--- src/hdl/spi_port_pkg.sv ---
// Purpose: shared constants and carriers for the serial port
// Assumes: single 25 MHz system clock
// Notes: control and status travel as packed structs
package spi_port_pkg;

  localparam int unsigned CLK_PERIOD_NS = 40;
  localparam logic [2:0] RATE_CODE_NONE_LO = 3'h0;
  localparam logic [2:0] RATE_CODE_NONE_HI = 3'h7;
  localparam logic [7:0] DATA_RESET = 8'h00;
  localparam logic [2:0] BIT_COUNT_LAST = 3'h7;
  localparam int unsigned RATE_CNT_W = 7;

  typedef struct packed {
    logic port_enable_bit;
    logic master_select_bit;
    logic clock_polarity_bit;
    logic clock_phase_bit;
    logic select_disable_bit;
    logic [2:0] rate_select;
  } serial_control_t;

  typedef struct packed {
    logic transfer_done_flag;
    logic mode_fault_flag;
    logic overrun_flag;
    logic tx_empty_flag;
  } serial_status_t;

  typedef struct packed {
    logic sck_o;
    logic sck_oe;
    logic mosi_o;
    logic mosi_oe;
    logic miso_o;
    logic miso_oe;
  } serial_pins_t;

endpackage

--- src/hdl/rate_divider.sv ---
// Purpose: master serial clock half-period tick generator
// Assumes: rate code 1..6 selects divisor 4..128
// Notes: codes 0 and 7 produce no ticks
`timescale 1ns/1ps
`default_nettype none
module rate_divider
  import spi_port_pkg::*;
#(
  parameter int unsigned CNT_W = RATE_CNT_W
)
(
  input wire logic i_ref_clk,
  input wire logic i_reset,
  input wire logic i_run,
  input wire logic [2:0] i_rate_select,
  output logic o_half_tick
);

  logic [CNT_W-1:0] count_reg;
  logic [CNT_W-1:0] half_last;
  logic rate_valid;

  // divisor is 2^(code+1), so a half period is 2^code cycles
  always_comb
  begin
    rate_valid = (i_rate_select != RATE_CODE_NONE_LO) && (i_rate_select != RATE_CODE_NONE_HI);
    half_last = CNT_W'((CNT_W'(1) << i_rate_select) - CNT_W'(1));
  end

  always_ff @(posedge i_ref_clk or posedge i_reset)
  begin
    if (i_reset)
    begin
      count_reg <= '0;
      o_half_tick <= 1'b0;
    end
    else if (!i_run || !rate_valid)
    begin
      count_reg <= '0;
      o_half_tick <= 1'b0;
    end
    else if (count_reg == half_last)
    begin
      count_reg <= '0;
      o_half_tick <= 1'b1;
    end
    else
    begin
      count_reg <= CNT_W'(count_reg + CNT_W'(1));
      o_half_tick <= 1'b0;
    end
  end

endmodule
`default_nettype wire

--- src/hdl/spi_master_slave_port.sv ---
// Purpose: full-duplex serial port, master or slave
// Assumes: pins synchronous to i_ref_clk; slave clock at most fsys/4
// Notes:
`timescale 1ns/1ps
`default_nettype none
module spi_master_slave_port
  import spi_port_pkg::*;
(
  input wire logic i_ref_clk,
  input wire logic i_reset,
  input wire logic i_ctrl_write,
  input wire serial_control_t i_ctrl_data,
  input wire logic i_status_read,
  input wire logic i_data_write,
  input wire logic [7:0] i_data_wdata,
  input wire logic i_data_read,
  input wire logic i_sck,
  input wire logic i_mosi,
  input wire logic i_miso,
  input wire logic i_select_n,
  output serial_control_t o_control,
  output serial_status_t o_status,
  output logic [7:0] o_rx_data,
  output logic o_irq,
  output serial_pins_t o_pins
);

  serial_control_t serial_control_reg;
  serial_status_t serial_status_reg;
  logic [7:0] serial_data_reg;
  logic [7:0] tx_hold_reg;
  logic tx_full_reg;
  logic [7:0] shift_reg;
  logic [2:0] bit_cnt_reg;
  logic busy_reg;
  logic sck_reg;
  logic slave_load;
  logic in_bit_reg;
  logic sck_prev_reg;
  logic sel_prev_reg;
  logic done_armed_reg;
  logic fault_armed_reg;
  logic half_tick;
  logic is_master;
  logic slave_sel;
  logic sck_edge;
  logic lead_edge;
  logic trail_edge;
  logic byte_done;
  logic master_fault;
  logic master_start;

  ////////////////////////////////////////////////////////////////
  always_comb
  begin
    is_master = serial_control_reg.port_enable_bit && serial_control_reg.master_select_bit;
    // phase one plus disable makes the slave always selected
    slave_sel = serial_control_reg.port_enable_bit && !serial_control_reg.master_select_bit
      && (!i_select_n
      || (serial_control_reg.clock_phase_bit && serial_control_reg.select_disable_bit));
    // fault only while select pin is honoured
    master_fault = is_master && !serial_control_reg.select_disable_bit && !i_select_n;
    master_start = is_master && !busy_reg && tx_full_reg && !master_fault;
    sck_edge = is_master ? (busy_reg && half_tick) : (slave_sel && (i_sck != sck_prev_reg));
    // lead edge leaves idle level
    lead_edge = sck_edge && (is_master ? (sck_reg == serial_control_reg.clock_polarity_bit)
      : (sck_prev_reg == serial_control_reg.clock_polarity_bit));
    trail_edge = sck_edge && !lead_edge;
    byte_done = trail_edge && (bit_cnt_reg == BIT_COUNT_LAST);
    // phase zero loads on select fall, phase one on the first edge
    slave_load = !is_master && slave_sel && !busy_reg && tx_full_reg
      && (serial_control_reg.clock_phase_bit ? lead_edge : (sel_prev_reg && !i_select_n));
  end

  rate_divider #(
    .CNT_W(RATE_CNT_W)
  ) u_rate (
    .i_ref_clk(i_ref_clk),
    .i_reset(i_reset),
    .i_run(busy_reg && is_master),
    .i_rate_select(serial_control_reg.rate_select),
    .o_half_tick(half_tick)
  );

  ////////////////////////////////////////////////////////////////
  // control: fault drops enable and master
  always_ff @(posedge i_ref_clk or posedge i_reset)
  begin
    if (i_reset)
      serial_control_reg <= '0;
    else if (master_fault)
    begin
      serial_control_reg.port_enable_bit <= 1'b0;
      serial_control_reg.master_select_bit <= 1'b0;
    end
    else if (i_ctrl_write)
      serial_control_reg <= i_ctrl_data;
  end

  // transmit holding byte; stays queued if the slave write was late
  always_ff @(posedge i_ref_clk or posedge i_reset)
  begin
    if (i_reset)
    begin
      tx_hold_reg <= DATA_RESET;
      tx_full_reg <= 1'b0;
    end
    else if (i_data_write)
    begin
      tx_hold_reg <= i_data_wdata;
      tx_full_reg <= 1'b1;
    end
    else if (master_start || slave_load)
      tx_full_reg <= 1'b0;
  end

  ////////////////////////////////////////////////////////////////
  // shifting engine
  always_ff @(posedge i_ref_clk or posedge i_reset)
  begin
    if (i_reset)
    begin
      shift_reg <= DATA_RESET;
      bit_cnt_reg <= '0;
      busy_reg <= 1'b0;
      in_bit_reg <= 1'b0;
    end
    else if (!serial_control_reg.port_enable_bit || (!is_master && !slave_sel))
    begin
      // deselect clears the bit counter and aborts
      bit_cnt_reg <= '0;
      busy_reg <= 1'b0;
    end
    else if (master_start)
    begin
      shift_reg <= tx_hold_reg;
      bit_cnt_reg <= '0;
      busy_reg <= 1'b1;
    end
    else
    begin
      if (!is_master && !busy_reg && sck_edge)
        busy_reg <= 1'b1;
      if (slave_load)
        shift_reg <= tx_hold_reg;
      // phase zero: sample on lead, shift on trail; phase one reversed
      if (lead_edge != serial_control_reg.clock_phase_bit)
        in_bit_reg <= is_master ? i_miso : i_mosi;
      // phase one: first lead edge only opens the byte, msb already out
      if (lead_edge == serial_control_reg.clock_phase_bit && sck_edge
        && !(serial_control_reg.clock_phase_bit && bit_cnt_reg == '0 && lead_edge))
        shift_reg <= {shift_reg[6:0], in_bit_reg};
      if (trail_edge)
      begin
        bit_cnt_reg <= 3'(bit_cnt_reg + 3'h1);
        if (byte_done)
          busy_reg <= 1'b0;
      end
    end
  end

  // phase one samples its last bit on the final edge itself
  logic [7:0] rx_byte;
  always_comb
  begin
    rx_byte = serial_control_reg.clock_phase_bit ? {shift_reg[6:0], is_master ? i_miso : i_mosi}
      : {shift_reg[6:0], in_bit_reg};
  end

  ////////////////////////////////////////////////////////////////
  // master clock generator; idles at polarity level
  always_ff @(posedge i_ref_clk or posedge i_reset)
  begin
    if (i_reset)
      sck_reg <= 1'b0;
    else if (!busy_reg || !is_master)
      sck_reg <= serial_control_reg.clock_polarity_bit;
    else if (half_tick)
      sck_reg <= !sck_reg;
  end

  always_ff @(posedge i_ref_clk or posedge i_reset)
  begin
    if (i_reset)
    begin
      sck_prev_reg <= 1'b0;
      sel_prev_reg <= 1'b1;
    end
    else
    begin
      sck_prev_reg <= i_sck;
      sel_prev_reg <= i_select_n;
    end
  end

  ////////////////////////////////////////////////////////////////
  // status flags: set wins over clear
  always_ff @(posedge i_ref_clk or posedge i_reset)
  begin
    if (i_reset)
    begin
      serial_status_reg <= '0;
      serial_data_reg <= DATA_RESET;
      done_armed_reg <= 1'b0;
      fault_armed_reg <= 1'b0;
    end
    else
    begin
      serial_status_reg.tx_empty_flag <= !tx_full_reg;
      if (i_status_read)
      begin
        done_armed_reg <= serial_status_reg.transfer_done_flag;
        fault_armed_reg <= serial_status_reg.mode_fault_flag;
      end
      if (byte_done && serial_status_reg.transfer_done_flag)
        serial_status_reg.overrun_flag <= 1'b1;
      else if (byte_done)
      begin
        serial_data_reg <= rx_byte;
        serial_status_reg.transfer_done_flag <= 1'b1;
      end
      else if (i_data_read && done_armed_reg)
      begin
        serial_status_reg.transfer_done_flag <= 1'b0;
        serial_status_reg.overrun_flag <= 1'b0;
        done_armed_reg <= 1'b0;
      end
      // a control write clears it only after a status read
      if (master_fault)
        serial_status_reg.mode_fault_flag <= 1'b1;
      else if (i_ctrl_write && fault_armed_reg)
      begin
        serial_status_reg.mode_fault_flag <= 1'b0;
        fault_armed_reg <= 1'b0;
      end
    end
  end

  ////////////////////////////////////////////////////////////////
  // pin drivers
  always_ff @(posedge i_ref_clk or posedge i_reset)
  begin
    if (i_reset)
    begin
      o_pins <= '0;
      o_irq <= 1'b0;
    end
    else
    begin
      o_pins.sck_o <= sck_reg;
      o_pins.sck_oe <= is_master;
      o_pins.mosi_o <= shift_reg[7];
      o_pins.mosi_oe <= is_master;
      o_pins.miso_o <= shift_reg[7];
      o_pins.miso_oe <= slave_sel;
      o_irq <= serial_status_reg.mode_fault_flag || serial_status_reg.transfer_done_flag;
    end
  end

  assign o_control = serial_control_reg;
  assign o_status = serial_status_reg;
  assign o_rx_data = serial_data_reg;

  ////////////////////////////////////////////////////////////////
  property p_fault_disables;
    @(posedge i_ref_clk) disable iff (i_reset)
    master_fault |=> !serial_control_reg.master_select_bit && serial_status_reg.mode_fault_flag;
  endproperty
  a_fault_disables: assert property (p_fault_disables) else $error("fault kept master");

  property p_done_sets;
    @(posedge i_ref_clk) disable iff (i_reset)
    byte_done |=> serial_status_reg.transfer_done_flag;
  endproperty
  a_done_sets: assert property (p_done_sets) else $error("done flag not set");

  property p_overrun_keeps;
    @(posedge i_ref_clk) disable iff (i_reset)
    byte_done && serial_status_reg.transfer_done_flag |=> $stable(serial_data_reg);
  endproperty
  a_overrun_keeps: assert property (p_overrun_keeps) else $error("unread byte lost");

  property p_idle_clock;
    @(posedge i_ref_clk) disable iff (i_reset)
    !busy_reg |=> sck_reg == $past(serial_control_reg.clock_polarity_bit);
  endproperty
  a_idle_clock: assert property (p_idle_clock) else $error("idle clock wrong");

  property p_no_fault_disabled;
    @(posedge i_ref_clk) disable iff (i_reset)
    is_master && serial_control_reg.select_disable_bit |-> !master_fault;
  endproperty
  a_no_fault_disabled: assert property (p_no_fault_disabled) else $error("fault while off");

  property p_start_load;
    @(posedge i_ref_clk) disable iff (i_reset)
    master_start |=> busy_reg && shift_reg == $past(tx_hold_reg);
  endproperty
  a_start_load: assert property (p_start_load) else $error("start not loaded");

  property p_miso_tristate;
    @(posedge i_ref_clk) disable iff (i_reset)
    !serial_control_reg.master_select_bit && i_select_n
      && !(serial_control_reg.clock_phase_bit && serial_control_reg.select_disable_bit)
      |=> !o_pins.miso_oe;
  endproperty
  a_miso_tristate: assert property (p_miso_tristate) else $error("miso driven");

  property p_done_clear;
    @(posedge i_ref_clk) disable iff (i_reset)
    i_data_read && done_armed_reg && !byte_done |=> !serial_status_reg.transfer_done_flag;
  endproperty
  a_done_clear: assert property (p_done_clear) else $error("done not cleared");

endmodule
`default_nettype wire

--- config.mk ---
export PLATFORM = sky130hd
export DESIGN_NAME = spi_master_slave_port
export DESIGN_NICKNAME = d
export VERILOG_FILES = /design/src/hdl/spi_port_pkg.sv /design/src/hdl/rate_divider.sv /design/src/hdl/spi_master_slave_port.sv
export SDC_FILE = /design/constraint.sdc
export NUM_CORES = 1
export LEC_CHECK = 0
export ABC_CLOCK_PERIOD_IN_PS = 3480
export BUFFER_PORTS_ARGS = -buffer_cell sky130_fd_sc_hd__buf_2
export CORE_MARGIN = 4
export CORE_UTILIZATION = 54
export CTS_BUF_LIST = sky130_fd_sc_hd__clkbuf_4
export DETAILED_ROUTE_END_ITERATION = 16
export PLACE_DENSITY = 0.77
export SLEW_MARGIN = 10
export SYNTH_ARGS = -nofsm -noshare
export SYNTH_HDL_FRONTEND = slang
export SYNTH_SLANG_ARGS = --single-unit
--- constraint.sdc ---
create_clock -name i_ref_clk -period 3.48 [get_ports i_ref_clk]
set_clock_uncertainty 0.2 [all_clocks]
set_input_delay 0.696 -clock i_ref_clk [delete_from_list [all_inputs] [get_ports i_ref_clk]]
set_output_delay 0.696 -clock i_ref_clk [all_outputs]
set_load 0.005 [all_outputs]
# == Word level (Yosys, flattened, before mapping) ==
# Index checks and enable logic that the tools add are counted.
# word_totals
register_bits,60
in_bits,26
out_inout_bits,27
word_cells,152
# op_classes
add_sub_neg,3
n_eq_ne,9
n_shift,1
mux,39
bitwise,4
n_reduce_logical,67
# ops
op,n
2-to-1 mux 8 bit,4
logical AND 1 bit,31
2-to-1 mux 1 bit,29
logical NOT 1 bit,14
2-to-1 mux 7 bit,2
nonzero test 2 bit,6
AND reduction 2 bit,5
2-to-1 mux 3 bit,3
nonzero test 3 bit,3
adder 7 x 1 -> 7 bit (second input constant),1
== test 7 bit,1
left shift 1 x 3 -> 7 bit (first input constant),1
subtractor 7 x 2 -> 7 bit (second input constant),1
logical OR 1 bit,6
NOT 1 bit,4
adder 3 x 1 -> 3 bit (second input constant),1
== test 1 bit,3
== test 3 bit (second input constant),1
logical NOT 3 bit,1
!= test 3 bit (second input constant),1
AND reduction 3 bit,1
2-to-1 mux 2 bit,1
!= test 1 bit,2
!= test 2 x 1 -> 1 bit (second input constant),1

# == Longest topological paths before layout ==
# depth
word_depth,13
mapped_depth,9
ltp_nobuf,8

# == Hierarchy ==
# Synthesis repeated with hierarchy kept, for this count alone.
# hier_totals
hier_cells,285
area_unflattened_um2,3163.0
# modules_own_cells
mod,n_inst,cells_per_inst,area_each_um2,seq_area_each_um2
spi_master_slave_port,1,209,2482.4,1302.5
rate_divider,1,76,680.7,200.2

# == Worst setup path after synthesis ==
# No wires, ideal clock.
# synth_path
kind,register -> register
startpoint,register serial_control_reg (netlist bit o_control[2])
endpoint,register u_rate.o_half_tick
setup_time_ps,68
arrival_time_ps,2281
required_ps,3212
setup_slack_ps,931
stages_incl_launch_ff,10
n_path_buf,1
synth_period_minus_slack_ps,2549
cell_sequence,dfrtp_1 clkbuf_1 nor3_1 inv_1 ha_1 or3_1 a21boi_0 o21ai_0 a21oi_1 and3_1
# synth_via
elab_chain_cells,5
word_cells_on_any_way,10
cone_classes,add/sub (1); eq/ne (2); shift (1); mux (2); reduce/logical (4)
# synth_rtl
item,line,rtl
start: declaration,spi_master_slave_port.sv:28,serial_control_t serial_control_reg;
start signal: assignment,spi_master_slave_port.sv:97,serial_control_reg <= i_ctrl_data;
"left shift 1 x 3 -> 7 bit, or another cell as far along",rate_divider.sv:27,half_last = CNT_W'((CNT_W'(1) << i_rate_select) - CNT_W'(1));
subtractor 7 x 2 -> 7 bit / logical AND 1 bit (equally long branches),"rate_divider.sv:27, rate_divider.sv:26",
== test 7 bit / logical NOT 1 bit (equally long branches),"rate_divider.sv:42, rate_divider.sv:37",
2-to-1 mux 1 bit / logical OR 1 bit (equally long branches),"rate_divider.sv:42, rate_divider.sv:37",
2-to-1 mux 1 bit (*),rate_divider.sv:37,else if (!i_run || !rate_valid)
end signal: assignment,rate_divider.sv:35,o_half_tick <= 1'b0;
end signal: assignment,rate_divider.sv:40,o_half_tick <= 1'b0;
end signal: assignment,rate_divider.sv:45,o_half_tick <= 1'b1;
end: declaration,rate_divider.sv:16,output logic o_half_tick
# Mark *: on every way between the ends. The rest lies on a longest branch, timed or not.
# A chain may end at the register's enable or synchronous reset.

# == Final worst setup path ==
# layout_path
startpoint,register serial_control_reg (netlist bit o_control[2])
endpoint,register u_rate.count_reg[2]
# layout_via
elab_chain_cells,5
word_cells_on_any_way,10
cone_classes,add/sub (1); eq/ne (2); shift (1); mux (2); reduce/logical (4)
# layout_rtl
item,line,rtl
"left shift 1 x 3 -> 7 bit, or another cell as far along",rate_divider.sv:27,
subtractor 7 x 2 -> 7 bit / logical AND 1 bit (equally long branches),"rate_divider.sv:27, rate_divider.sv:26",
== test 7 bit / logical NOT 1 bit (equally long branches),"rate_divider.sv:42, rate_divider.sv:37",
2-to-1 mux 7 bit / logical OR 1 bit (equally long branches),"rate_divider.sv:42, rate_divider.sv:37",
2-to-1 mux 7 bit (*),rate_divider.sv:37,
end signal: assignment,rate_divider.sv:49,count_reg <= CNT_W'(count_reg + CNT_W'(1));
end: declaration,rate_divider.sv:19,logic [CNT_W-1:0] count_reg;
# Marked as above.

==> impl_metrics.ini <==
[yosys]
postSynth.asyncResetShare_pct = 100
dominant_combinational_cell_family_by_area_after_synthesis = compound AO/OA/AOI/OAI gates
netlist-cell-type-count = 54
muxShareOfSynthArea_pct = 11.2
synth.avg_cell_area_um2 = 10.8
yosysWarnings = 0
synth-edff-count = 0
mappedNetlistArea_um2 = 3030
prevailing_post_synth_register_cell = sky130_fd_sc_hd__dfrtp_1
synth-compound-area-share_pct = 15.2
synthXorXnorAreaFrac_pct = 3.47
syn_nets = 311
synthesis.instances = 280
post_synth_and_or_nand_nor_area_fraction_pct = 14.1
fraction_of_the_mapped_netlist_area_in_adder_cells_pct = 2.07
synth_sequential_area_ratio_pct = 49.6
synth_seq_cells = 60

[detailed_routing]
post-route-drc-count = 0
ant_nets = 0
drtIter0Drc = 92
num_vias = 2259
route.detailed.vias_per_inst = 5.55
wl_mm = 6.16
dr.pass1.iters = 4
drt-wirelength-per-cell_um = 15.1

[placed_design]
detailed_placement_wirelength_estimate_mm = 4.53
placed_cells = 391
routabilityCongestion = 0.817
portBuffers = 52

[finish]
most-common-layout-cells = sky130_fd_sc_hd__dfrtp_1, sky130_fd_sc_hd__buf_2, sky130_fd_sc_hd__nand2_1, sky130_fd_sc_hd__o21ai_0
most_frequent_standard_cell_in_the_layout_excluding_fill_and_tap_cells = sky130_fd_sc_hd__dfrtp_1
fillerInstances = 448
multi_input_comb_area_um2 = 1390
seq_area_um2 = 1500
final_nets = 363
fin_cells = 407
area_growth_syn_to_layout_pct = 14.1
diodes = 0
post_route_cells_drive_above_1_share_pct = 31.5

[sta]
min_period_over_period_pct = 82.2
max_slew.worst_pin.slew_ps = 747
timing.final.max_slew_violations = 0
setup_viol = 0
final.hold.worst_slack_ps = 154
setup_tns_ps = 0
setup_repair_after_global_routing_missed_its_margin = no
period_needed_ps = 2860
final-hold-violation-count = 0
max_freq_mhz = 349
max_slew_margin_vs_limit_pct = 49.8

[power]
ir_worst_vdd_v = 0.000250
switching_share_pct = 31.5
p_sw_uw = 543
share_clk_of_total_power_pct = 28.0
power.static_leakage_nw = 1.67
p_comb_share_pct = 19.5
seq_power_share_pct = 52.4
power_report.internal_total_mw = 1.18
total_power_mw = 1.72
power.density_cell_area_nw_per_um2 = 499

[job]
drv_cap = 0

[setup_path]
end_kind = register
path_max_fanout = 13
timing.setup.critical_path_class = register to register
crit_path_launch_type = register
worst_ep_arrival_time_ps = 2920
critical_path_required_ps = 3530

[global_route]
grt_start_max_net_pins = 33
gr-total-overflow = 0
grt_first_pass_wirelength_mm = 10.6
gr-usage-all-layers_pct = 18.9
first_global_vias = 2282
antenna_found_initial = 0

[cts]
cts_setup_buffers = 0
cts-hold-fix-buffers = 0
worst_skew_pair.late_latency_ps = 410
clock_tree.buffer_depth = 2
tritoncts_num_sinks = 60
cts_repair_resize_count = 0
clock_tree_root_buffer_cell = sky130_fd_sc_hd__clkbuf_4
clock_tree.htree_level_count = 3
clk_pin_slew_worst_paths_ps = 110
cts_tree = yes
tritoncts_buffers = 9

[min_path]
class_of_the_tightest_hold_or_removal_check = input port to async pin

[floorplanning]
design.die.area_um2 = 6870
start_util_pct = 57.4
io_pins = 53
die_width_um = 82.9
core_region_area_um2 = 5270
placementRows = 26
die_height_um = 82.9

[status]
outcome = complete, no violations
[kinds of logic after synthesis]
logic type                 count (synthesis)
AOI/OAI and AO/OA                         70
buffers and inverters                     26
muxes                                     28
xor gates and xnor gates                  12
adders and majority gates                  5
and+or+nand+nor                           79
DFF                                       60
[routing by layer]
metal | GRT usage (%) | share of wire, % | vias to the layer above
met5 | 0 | 0 | -
met4 | 7.28 | 1.5 | 0
met3 | 5.64 | 4.3 | 8
met2 | 31.6 | 51 | 51
met1 | 22.9 | 43 | 1070
li1 | - | - | 1130
[power groups by stage]
stage	Clock [mW]	Combinational (mW)	Sequential, mW
2_1_floorplan	0	0.258	0.883
3_3_place_gp	0	0.328	0.910
3_5_place_dp	0	0.338	0.915
4_1_cts	0.492	0.340	0.901
5_1_grt	0.525	0.384	0.920
6_report	0.483	0.336	0.902
[synthesized netlist by cell type (3+ instances only)]
library cell | instances | area share [%]
sky130_fd_sc_hd__ha_1 | 5 | 2.1
sky130_fd_sc_hd__a211oi_1 | 8 | 2.0
sky130_fd_sc_hd__buf_2 | 5 | 0.83
sky130_fd_sc_hd__dfrtp_1 | 59 | 49
sky130_fd_sc_hd__nand2_1 | 19 | 2.4
sky130_fd_sc_hd__mux2_2 | 14 | 5.2
sky130_fd_sc_hd__nand3_1 | 13 | 2.1
sky130_fd_sc_hd__nor3b_1 | 3 | 0.74
sky130_fd_sc_hd__nor2_1 | 12 | 1.5
sky130_fd_sc_hd__nand2b_1 | 5 | 1.0
sky130_fd_sc_hd__a21oi_1 | 14 | 2.3
sky130_fd_sc_hd__mux2_4 | 8 | 4.0
sky130_fd_sc_hd__and3_1 | 5 | 1.0
sky130_fd_sc_hd__buf_6 | 3 | 1.1
sky130_fd_sc_hd__o21ai_0 | 18 | 3.0
sky130_fd_sc_hd__xor2_1 | 4 | 1.2
sky130_fd_sc_hd__or3_1 | 5 | 1.0
sky130_fd_sc_hd__a31oi_1 | 11 | 2.3
sky130_fd_sc_hd__xnor2_1 | 8 | 2.3
sky130_fd_sc_hd__clkbuf_1 | 3 | 0.37
sky130_fd_sc_hd__mux2i_1 | 6 | 2.0
sky130_fd_sc_hd__inv_1 | 12 | 1.5
sky130_fd_sc_hd__nor3_1 | 5 | 0.83
[critical path, cell delays in order (launching register included)]
cell                       delay [ps]
sky130_fd_sc_hd__dfrtp_1          520
sky130_fd_sc_hd__nor3_1           390
sky130_fd_sc_hd__inv_1             90
sky130_fd_sc_hd__ha_1             280
sky130_fd_sc_hd__or3_1            320
sky130_fd_sc_hd__a21boi_0         210
sky130_fd_sc_hd__o21ai_0          120
sky130_fd_sc_hd__a21oi_1          430
sky130_fd_sc_hd__a21oi_1          150
[area by class of cell]
class	instances	area share (%)
clock buffers	9	1.96
well taps	70	2.54
clock inverters	7	1.96
inverters	13	1.41
repair buffers	54	8.34
multi-input cells	194	40.3
flip-flops and latches	60	43.5
[through the flow]
stage	area [um2]	setup slack, ps	util, %
finish	3450	618	65.5
CTS	3450	607	65.5
global placement	3320	750	62.9
global route	3450	295	65.5
floorplan	3030	931	-
detailed placement	3320	612	62.9
[final timing paths]
path                               from             endpoint  slack, ps  cells past startpoint
setup / recovery           o_control[2]  u_rate.count_reg[2]        620                      8
hold / removal                  i_reset  u_rate.count_reg[4]        150                      2
min in group i_ref_clk     shift_reg[7]            o_pins[1]        200                      0
setup reg to reg           o_control[2]  u_rate.count_reg[2]        620                      8
max in group asynchronous       i_reset       bit_cnt_reg[2]       2330                      3
hold reg to reg            shift_reg[7]            o_pins[1]        200                      0
Note: power is estimated with default switching activity, not from simulation.
